<file path="src/masr_pkg.sv">
// Contract
// - Stack change control is eight bits, one per access level.
// - Call to more privileged level switches stack if any bit n..m set.
// - Module enable clear: level writes ignored, access status reads illegal code.
// - Module enable clear: every parameter validation command raises an exception.
// - Access level width code selects zero to three upper address bits.
// - Reset clears the access level width, disabling level checking.
// - Descriptor size code: 0 invalid, 1/2/3 need 16/32/64-byte alignment.
// - Fault status changes only on address test, register move or restore.
// - Bus error bit: search bus error, or cache hit with bus error flag.
// - Limit bit set on search limit violation, clear after cache-only test.
// - Supervisor bit: user code meets supervisor-only long descriptor during search.
// - Level violation bit: read level, or write level on a write test, exceeded during search only.
// - Write protected bit: write-protect flag seen or write level exceeded.
// - Invalid bit: invalid descriptor, bus error, limit, miss or erroneous hit.
// - Modified bit reflects modified flag of hit entry or page descriptor.
// - Gate bit reflects gate flag of hit entry or page descriptor.
// - Shared bit set when translation found with shared-global long descriptor.
// - Level number records tables used; zero after cache-only test.
// - Eight 16-bit breakpoint opcode registers supply the replacement opcode.
// - Eight 16-bit breakpoint control registers hold enable and repeat count.
// - Control enable bit enables the matching breakpoint instruction.
// - Zero skip count ends the breakpoint acknowledge with a bus error.
// - Registers are read and written by register move; moves have no side effects.
package masr_pkg;
   localparam int unsigned DATA_W = 16;
   localparam int unsigned LVL_W  = 3;
   localparam int unsigned NUM_BP = 8;
   localparam int unsigned CNT_W  = 8;

   // Register select codes of the register move port.
   localparam logic [4:0] RS_STACK_CHG = 5'h00;
   localparam logic [4:0] RS_ACC_CTRL  = 5'h01;
   localparam logic [4:0] RS_FAULT_ST  = 5'h02;
   localparam logic [4:0] RS_BKPT_OP0  = 5'h08;
   localparam logic [4:0] RS_BKPT_CTL0 = 5'h10;
   localparam logic [1:0] RS_GRP_OP    = 2'h1;
   localparam logic [1:0] RS_GRP_CTL   = 2'h2;

   // Access control fields.
   localparam int unsigned AC_MOD_EN = 7;
   localparam int unsigned AC_ALW_LO = 4;
   localparam int unsigned AC_MDS_LO = 0;

   // Fault status fields.
   localparam int unsigned FS_BUS_ERROR_FLAG  = 15;
   localparam int unsigned FS_LIMIT = 14;
   localparam int unsigned FS_SUPV  = 13;
   localparam int unsigned FS_ALVL  = 12;
   localparam int unsigned FS_WPROT = 11;
   localparam int unsigned FS_INVAL = 10;
   localparam int unsigned FS_MOD   = 9;
   localparam int unsigned FS_GATE  = 7;
   localparam int unsigned FS_SHARE = 6;
   localparam int unsigned FS_NUM_LO = 0;
   localparam logic [15:0] FS_IMPL_MASK = 16'hFEC7;

   // Breakpoint control fields.
   localparam int unsigned BC_EN = 15;

   localparam logic [1:0] ALW_OFF  = 2'h0;
   localparam logic [1:0] MDS_NONE = 2'h0;
   localparam logic [15:0] RST_ZERO = 16'h0000;

   // Results of one address test as reported by the search engine.
   typedef struct packed {
      logic             cache_only;
      logic             is_write;
      logic             srch_bus_error_flag;
      logic             limit_hit;
      logic             user_fc;
      logic             supv_desc;
      logic             rd_exceed;
      logic             wr_exceed;
      logic             wp_seen;
      logic             inval_desc;
      logic             found;
      logic             hit;
      logic             hit_bus_error_flag;
      logic             mod_flag;
      logic             gate_flag;
      logic             shared_long;
      logic [LVL_W-1:0] tables;
   } masr_test_t;

   typedef struct packed {
      logic             en;
      logic [CNT_W-1:0] cnt;
   } masr_bctl_t;
endpackage

</file>
<file path="src/masr_regs.sv">
`timescale 1ns/100ps
module masr_regs
   import masr_pkg::*;
(
   // Clock and reset.
   input  wire logic              ref_clk,
   input  wire logic              rstn,
   // Register move and state restore port.
   input  wire logic              mv_req,
   input  wire logic              mv_wr,
   input  wire logic [4:0]        mv_sel,
   input  wire logic [DATA_W-1:0] mv_wdata,
   output logic                   mv_ack,
   output logic [DATA_W-1:0]      mv_rdata,
   // Address test results.
   input  wire logic              at_req,
   input  wire masr_test_t        at_res,
   // Module call and level registers.
   input  wire logic              call_req,
   input  wire logic [LVL_W-1:0]  call_cur,
   input  wire logic [LVL_W-1:0]  call_tgt,
   output logic                   stack_switch,
   input  wire logic              lvl_wr,
   input  wire logic [LVL_W-1:0]  lvl_wdata,
   output logic [LVL_W-1:0]       cur_level,
   input  wire logic [7:0]        as_code_in,
   output logic [7:0]             as_code_out,
   // Parameter validation.
   input  wire logic              pv_req,
   input  wire logic [LVL_W-1:0]  pv_operand,
   input  wire logic [LVL_W-1:0]  pv_caller,
   output logic                   pv_exc,
   // Module descriptor and level configuration.
   input  wire logic [5:0]        md_addr_lo,
   output logic                   md_valid,
   output logic [1:0]             level_bits,
   // Breakpoint acknowledge.
   input  wire logic              bk_req,
   input  wire logic [2:0]        bk_idx,
   output logic                   bk_done,
   output logic                   bk_bus_error_flag,
   output logic [DATA_W-1:0]      bk_opcode
);
   logic              rst_s1_ff;
   logic              rst_n_ff;
   logic [7:0]        stack_chg_ff;
   logic              mod_en_ff;
   logic [1:0]        alw_ff;
   logic [1:0]        mds_ff;
   logic [DATA_W-1:0] fault_ff;
   logic [DATA_W-1:0] nxt_fault;
   logic [DATA_W-1:0] bk_op_ff [NUM_BP];
   masr_bctl_t        bk_ctl_ff [NUM_BP];
   logic [LVL_W-1:0]  cur_level_ff;
   logic              mv_ack_ff;
   logic [DATA_W-1:0] mv_rdata_ff;
   logic              bk_done_ff;
   logic              bk_bus_error_flag_ff;
   logic [DATA_W-1:0] bk_opcode_ff;
   logic [7:0]        call_mask;
   logic [2:0]        lvl_mask;
   logic              wr_stb;
   masr_bctl_t        sel_ctl;

   // The release of rstn is retimed so that every register leaves reset
   // on the same edge; the cost is two cycles of extra reset latency.
   always_ff @(posedge ref_clk or negedge rstn)
   begin
      if (!rstn)
      begin
         rst_s1_ff <= 1'b0;
         rst_n_ff  <= 1'b0;
      end
      else
      begin
         rst_s1_ff <= 1'b1;
         rst_n_ff  <= rst_s1_ff;
      end
   end

   assign wr_stb = mv_req && mv_wr;

   always_ff @(posedge ref_clk or negedge rst_n_ff)
   begin
      if (!rst_n_ff)
         stack_chg_ff <= RST_ZERO[7:0];
      else if (wr_stb && mv_sel == RS_STACK_CHG)
         stack_chg_ff <= mv_wdata[7:0];
   end

   always_ff @(posedge ref_clk or negedge rst_n_ff)
   begin
      if (!rst_n_ff)
      begin
         mod_en_ff <= 1'b0;
         alw_ff    <= ALW_OFF;
         mds_ff    <= MDS_NONE;
      end
      else if (wr_stb && mv_sel == RS_ACC_CTRL)
      begin
         mod_en_ff <= mv_wdata[AC_MOD_EN];
         alw_ff    <= mv_wdata[AC_ALW_LO +: 2];
         mds_ff    <= mv_wdata[AC_MDS_LO +: 2];
      end
   end

   // Bus error from search or from erroneous cache hit.
   always_comb
   begin
      nxt_fault = RST_ZERO;
      if (at_res.cache_only)
      begin
         nxt_fault[FS_BUS_ERROR_FLAG]  = at_res.hit && at_res.hit_bus_error_flag;
         // Cache-only miss or erroneous hit is invalid.
         nxt_fault[FS_INVAL] = !at_res.hit || at_res.hit_bus_error_flag;
         // Modified flag of the hit entry.
         nxt_fault[FS_MOD]   = at_res.hit && at_res.mod_flag;
         // Gate flag of the hit entry.
         nxt_fault[FS_GATE]  = at_res.hit && at_res.gate_flag;
      end
      else
      begin
         nxt_fault[FS_BUS_ERROR_FLAG]  = at_res.srch_bus_error_flag;
         // Limit violation only from a search.
         nxt_fault[FS_LIMIT] = at_res.limit_hit;
         nxt_fault[FS_SUPV]  = at_res.user_fc && at_res.supv_desc;
         // Read level, plus write level for write tests.
         nxt_fault[FS_ALVL]  = at_res.rd_exceed
                               || (at_res.is_write && at_res.wr_exceed);
         nxt_fault[FS_INVAL] = at_res.inval_desc || at_res.srch_bus_error_flag
                               || at_res.limit_hit;
         nxt_fault[FS_MOD]   = at_res.found && at_res.mod_flag;
         nxt_fault[FS_GATE]  = at_res.found && at_res.gate_flag;
         nxt_fault[FS_NUM_LO +: LVL_W] = at_res.tables;
      end
      // Write protection applies to every test kind.
      nxt_fault[FS_WPROT] = at_res.wp_seen || at_res.wr_exceed;
      // Shared-global long descriptor on a found translation.
      nxt_fault[FS_SHARE] = at_res.found && at_res.shared_long;
   end

   // Only a test or a move alters the fault status; a test wins.
   always_ff @(posedge ref_clk or negedge rst_n_ff)
   begin
      if (!rst_n_ff)
         fault_ff <= RST_ZERO;
      else if (at_req)
         fault_ff <= nxt_fault;
      else if (wr_stb && mv_sel == RS_FAULT_ST)
         fault_ff <= mv_wdata & FS_IMPL_MASK;
   end

   // Opcode and control banks, one entry per breakpoint.
   genvar gi;
   generate
      for (gi = 0; gi < NUM_BP; gi++)
      begin : g_bp
         logic op_hit;
         logic ctl_hit;
         logic use_hit;
         assign op_hit  = wr_stb && mv_sel[4:3] == RS_GRP_OP
                          && mv_sel[2:0] == 3'(gi);
         assign ctl_hit = wr_stb && mv_sel[4:3] == RS_GRP_CTL
                          && mv_sel[2:0] == 3'(gi);
         assign use_hit = bk_req && bk_idx == 3'(gi)
                          && bk_ctl_ff[gi].en && bk_ctl_ff[gi].cnt != '0;
         always_ff @(posedge ref_clk or negedge rst_n_ff)
         begin
            if (!rst_n_ff)
               bk_op_ff[gi] <= RST_ZERO;
            else if (op_hit)
               bk_op_ff[gi] <= mv_wdata;
         end
         // Software write wins over the count going down.
         always_ff @(posedge ref_clk or negedge rst_n_ff)
         begin
            if (!rst_n_ff)
               bk_ctl_ff[gi] <= '0;
            else if (ctl_hit)
               bk_ctl_ff[gi] <= {mv_wdata[BC_EN], mv_wdata[CNT_W-1:0]};
            else if (use_hit)
               bk_ctl_ff[gi].cnt <= bk_ctl_ff[gi].cnt - 1'b1;
         end
      end
   endgenerate

   assign sel_ctl = bk_ctl_ff[bk_idx];

   // Zero count or disabled entry ends with bus error.
   always_ff @(posedge ref_clk or negedge rst_n_ff)
   begin
      if (!rst_n_ff)
      begin
         bk_done_ff   <= 1'b0;
         bk_bus_error_flag_ff   <= 1'b0;
         bk_opcode_ff <= RST_ZERO;
      end
      else
      begin
         bk_done_ff <= bk_req;
         if (bk_req)
         begin
            // Only an enabled entry returns its opcode.
            bk_bus_error_flag_ff   <= !sel_ctl.en || sel_ctl.cnt == '0;
            bk_opcode_ff <= (sel_ctl.en && sel_ctl.cnt != '0)
                            ? bk_op_ff[bk_idx] : RST_ZERO;
         end
      end
   end

   // Register move read path answers one cycle later.
   always_ff @(posedge ref_clk or negedge rst_n_ff)
   begin
      if (!rst_n_ff)
      begin
         mv_ack_ff   <= 1'b0;
         mv_rdata_ff <= RST_ZERO;
      end
      else
      begin
         mv_ack_ff <= mv_req;
         if (mv_req && !mv_wr)
         begin
            // Unmapped and unimplemented bits read zero.
            mv_rdata_ff <= RST_ZERO;
            if (mv_sel == RS_STACK_CHG)
               mv_rdata_ff[7:0] <= stack_chg_ff;
            else if (mv_sel == RS_ACC_CTRL)
            begin
               mv_rdata_ff[AC_MOD_EN]      <= mod_en_ff;
               mv_rdata_ff[AC_ALW_LO +: 2] <= alw_ff;
               mv_rdata_ff[AC_MDS_LO +: 2] <= mds_ff;
            end
            else if (mv_sel == RS_FAULT_ST)
               mv_rdata_ff <= fault_ff;
            else if (mv_sel[4:3] == RS_GRP_OP)
               mv_rdata_ff <= bk_op_ff[mv_sel[2:0]];
            else if (mv_sel[4:3] == RS_GRP_CTL)
            begin
               mv_rdata_ff[BC_EN]       <= bk_ctl_ff[mv_sel[2:0]].en;
               mv_rdata_ff[CNT_W-1:0]   <= bk_ctl_ff[mv_sel[2:0]].cnt;
            end
         end
      end
   end

   // Level writes take effect only with modules enabled.
   always_ff @(posedge ref_clk or negedge rst_n_ff)
   begin
      if (!rst_n_ff)
         cur_level_ff <= '0;
      else if (lvl_wr && mod_en_ff)
         cur_level_ff <= lvl_wdata;
   end

   // Disabled modules report the illegal access status code.
   assign as_code_out = mod_en_ff ? as_code_in : RST_ZERO[7:0];

   // Only the configured number of upper bits carry a level.
   always_comb
   begin
      unique case (alw_ff)
         2'h0: lvl_mask = 3'h0;
         2'h1: lvl_mask = 3'h1;
         2'h2: lvl_mask = 3'h3;
         2'h3: lvl_mask = 3'h7;
      endcase
   end
   assign level_bits = alw_ff;

   // Validation fails when disabled or operand is below the caller.
   assign pv_exc = pv_req && (!mod_en_ff
                   || (pv_operand & lvl_mask) < (pv_caller & lvl_mask));

   // Alignment demanded by the descriptor size code.
   always_comb
   begin
      unique case (mds_ff)
         2'h0: md_valid = 1'b0;
         2'h1: md_valid = md_addr_lo[3:0] == 4'h0;
         2'h2: md_valid = md_addr_lo[4:0] == 5'h00;
         2'h3: md_valid = md_addr_lo == 6'h00;
      endcase
   end

   // Levels m through n inclusive are examined.
   always_comb
   begin
      call_mask = 8'h00;
      for (int i = 0; i < 8; i++)
         call_mask[i] = i >= int'(call_tgt) && i <= int'(call_cur);
   end
   assign stack_switch = call_req && call_tgt < call_cur
                         && (stack_chg_ff & call_mask) != 8'h00;

   assign mv_ack    = mv_ack_ff;
   assign mv_rdata  = mv_rdata_ff;
   assign cur_level = cur_level_ff;
   assign bk_done   = bk_done_ff;
   assign bk_bus_error_flag   = bk_bus_error_flag_ff;
   assign bk_opcode = bk_opcode_ff;
endmodule

</file>
<file path="config.mk">
export PLATFORM = sky130hd
export DESIGN_NAME = masr_regs
export DESIGN_NICKNAME = d
export VERILOG_FILES = /design/src/masr_pkg.sv /design/src/masr_regs.sv
export SDC_FILE = /design/constraint.sdc
export NUM_CORES = 1
export LEC_CHECK = 0
export BUFFER_PORTS_ARGS = -buffer_cell sky130_fd_sc_hd__buf_4
export CAP_MARGIN = 0
export CORE_ASPECT_RATIO = 1.4
export CORE_MARGIN = 2
export CORE_UTILIZATION = 61
export CTS_CLUSTER_SIZE = 25
export DETAILED_ROUTE_END_ITERATION = 16
export GPL_TIMING_DRIVEN = 0
export PLACE_DENSITY = 0.81
export SETUP_SLACK_MARGIN = 0.15
export SLEW_MARGIN = 10
export SYNTH_ARGS = -nofsm -noshare
export SYNTH_HDL_FRONTEND = slang
export SYNTH_SLANG_ARGS = --single-unit
</file>
<file path="constraint.sdc">
create_clock -name ref_clk -period 11.55 [get_ports ref_clk]
set_input_delay 1.7325 -clock ref_clk [delete_from_list [all_inputs] [get_ports ref_clk]]
set_output_delay 1.7325 -clock ref_clk [all_outputs]
set_load 0.1 [all_outputs]
</file>
==> impl_metrics.yaml <==
logic_synthesis:
  yosysTopAreaCellShare_pct: 45.4
  syn_avg_cell_area_um2: 11.7
  synth_edf_count: 0
  async_flop_share_pct: 100
  synth_area_leader_cell: "dfrtp_1"
  ys.flop_type: "dfrtp_1"
  synth_cells: 1245
  synth_area_leaders: "dfrtp_1, mux4_2, mux2_2"
  syn_nets: 1338
  synthesis.area_mm2: 0.0146
  yosys_warnings: 0
  synth_cell_types: 60
  yosysSeqAreaShare_pct: 45.4
  ys_seq_elements: 265
critical_path:
  cp-end-kind: "register"
  cp_max_fo: 10
  startpoint_type: "input pin"
  regToRegSetupSlack_ns: 8.53
  r2r_cells: 6
  required_ns: 11.97
  critPathKind: "input pin to register"
  cp.arrival_ns: 5.32
sta:
  worst_slew_pin_slew_ns: 1.29
  finalCriticalPeriod_ns: 4.90
  maxSlewViolCount: 0
  fin_setup_tns_ns: 0
  max_freq_mhz: 204
  finClkSkew_ns: 0.00876
  hold_viol: 0
  rsz0062_at_grt: "no"
  fin_crit_sh_pct: 42.5
  maxSlewHeadroom_pct: 13.9
  setup_viol_count_final: 0
final_layout:
  multi_input_area_mm2: 0.00749
  fin_nets: 1491
  fin_area_mm2: 0.0169
  final_common_cell: "dfrtp_1"
  diodes: 0
  fillers: 1624
  syn_to_final_growth_pct: 15.5
  seq_area_mm2: 0.00664
  drive_above_1_share_pct: 30.5
  final_cell_mix: "dfrtp_1, mux2_2, buf_4"
clocking:
  cts_buffers: 26
  path_clk_slew_ns: 0.06
  htreeDepth: 1
  cts-root-buf: "clkbuf_16"
  cts_tree: "done"
  cts_sinks: 265
  cts-hold-fix-buffers: 0
  clk_latency_ns: 0.54
  cts_setup_buffers: 0
  cts_buffer_depth: 3
  post_cts_resized: 0
floorplanning:
  die_h_um: 187
  core_area_mm2: 0.0237
  die-width_um: 135
  start_util_pct: 61.6
  ioPinCount: 132
  num_rows: 67
  die_area_mm2: 0.0252
global_route:
  grt_antenna_before_repair: 0
  track_usage_pct: 36.0
  grt_pass1_wl_mm: 68.8
  grt_max_degree: 64
  grt_pass1_vias: 12000
  grt-ovfl-total: 0
run:
  drv_cap: 0
routing:
  dr.pass1.iters: 7
  wl_per_cell_um: 25.9
  drtIter0Drc: 1236
  dr_total_vias: 11600
  drt-total-wl_mm: 44.7
  drc: 0
  routed_via_density: 6.75
  ant_nets: 0
power:
  irDropWorstVdd_uv: 129
  powerDensity_mw_per_mm2: 171
  p_leak_nw: 7.23
status:
  status: "complete, no violations"
worst_hold_path:
  worst_hold_path_type: "register to asynchronous set/reset pin"
placed_design:
  port_buffers: 121
  gp_congestion: 0.936
  dp_hpwl_mm: 31.1
  placed_area_mm2: 0.0160
-- path summary, 6_finish.rpt --
path | to | from
min reg2reg | bk_bus_error_flag$_DFFE_PN0P_ | rst_n_ff$_DFF_PN0_
max | bk_op_ff[12]$_DFFE_PN0P_ | mv_sel[0]
max reg2reg | bk_opcode[9]$_DFFE_PN0P_ | bk_ctl_ff[31]$_DFFE_PN0P_
max in group asynchronous | fault_ff[12]$_DFFE_PN0P_ | rst_n_ff$_DFF_PN0_
min | bk_bus_error_flag$_DFFE_PN0P_ | rst_n_ff$_DFF_PN0_
min in group ref_clk | rst_n_ff$_DFF_PN0_ | rst_s1_ff$_DFF_PN0_
-- Yosys cell counts, types with 5 or more instances --
library cell / number
dfrtp_1: 265
mux2_2: 165
nand2_1: 98
mux4_2: 85
o21ai_0: 71
nor2_1: 64
clkbuf_1: 56
inv_1: 45
a21oi_1: 36
xnor2_1: 34
mux2i_1: 32
o22ai_1: 22
buf_1: 20
nor3_1: 20
xor2_1: 20
nand3_1: 17
nand4_1: 14
nor4_1: 14
and2_1: 13
ha_1: 12
nor2b_1: 12
or3_1: 12
a22oi_1: 11
a2111oi_0: 9
nor3b_1: 9
nand2b_1: 8
or4_1: 8
a211oi_1: 6
and3_1: 5
buf_2: 5
o22a_1: 5
-- critical path, stage by stage --
cell and delay [ns]:
clkbuf_1 0.41, buf_1 1.01, nand2_1 0.43, nor2_1 0.86, buf_2 0.48, mux2_2 0.39
-- layout make-up --
class / instances / area share, %
buffer: 82 / 1.91
clock buffer: 37 / 4.52
clock inverter: 8 / 0.564
inverter: 45 / 1.00
multi-input combinational: 853 / 44.4
sequential: 265 / 39.3
tap: 310 / 2.30
timing repair buffer: 125 / 5.99
-- per-layer routing --
metal  track usage (%)  wire length [um]  vias up
met5                 0                 0        -
met4              23.2              3430        0
met3              6.50              3930      219
met2              59.4             22200      681
met1              43.4             15200     5830
li1                  -                 -     4912
-- per-stage QoR --
stage | hold slack, ns | power [mW] | util (%) | cells | worst slack [ns]
CTS | 0.349 | 2.87 | 71.1 | 1725 | 6.80
global placement | 0.336 | 1.97 | 67.1 | 1676 | 0.633
finish | 0.323 | 2.89 | 71.1 | 1725 | 6.65
floorplan | 0.331 | 1.77 | - | 1245 | 3.62
detailed placement | 0.336 | 2.00 | 67.5 | 1680 | 6.29
global route | 0.369 | 2.98 | 71.1 | 1725 | 6.58
-- registers in the layout, indices dropped and copies added (netlist names), 3 cells and up --
register / count
bk_op_ff: 128
bk_ctl_ff: 72
bk_opcode: 16
mv_rdata: 16
fault_ff: 12
stack_chg_ff: 8
cur_level: 3
-- cells by family (layout without fill, tap and decap cells) --
| family | count (synthesis) | after routing | share of synthesized area (%) |
|---|---|---|---|
| other | 1 | 1 | 0.0257 |
| xor gates and xnor gates | 54 | 54 | 3.24 |
| muxes | 282 | 282 | 28.0 |
| and+or+nand+nor | 313 | 313 | 10.7 |
| DFF | 265 | 265 | 45.4 |
| AOI/OAI and AO/OA | 190 | 190 | 8.16 |
| adders and majority gates | 13 | 13 | 1.10 |
| buffers and inverters | 127 | 297 | 3.36 |
-- power by group --
part / leakage (nW) / total (mW) / switching [mW] / internal [mW]
registers: 3.46 / 1.24 / 0.160 / 1.07
logic: 3.36 / 0.779 / 0.450 / 0.330
clock network: 0.419 / 0.872 / 0.370 / 0.502
total: 7.23 / 2.89 / 0.980 / 1.91
Note: power is estimated with default switching activity, not from simulation.
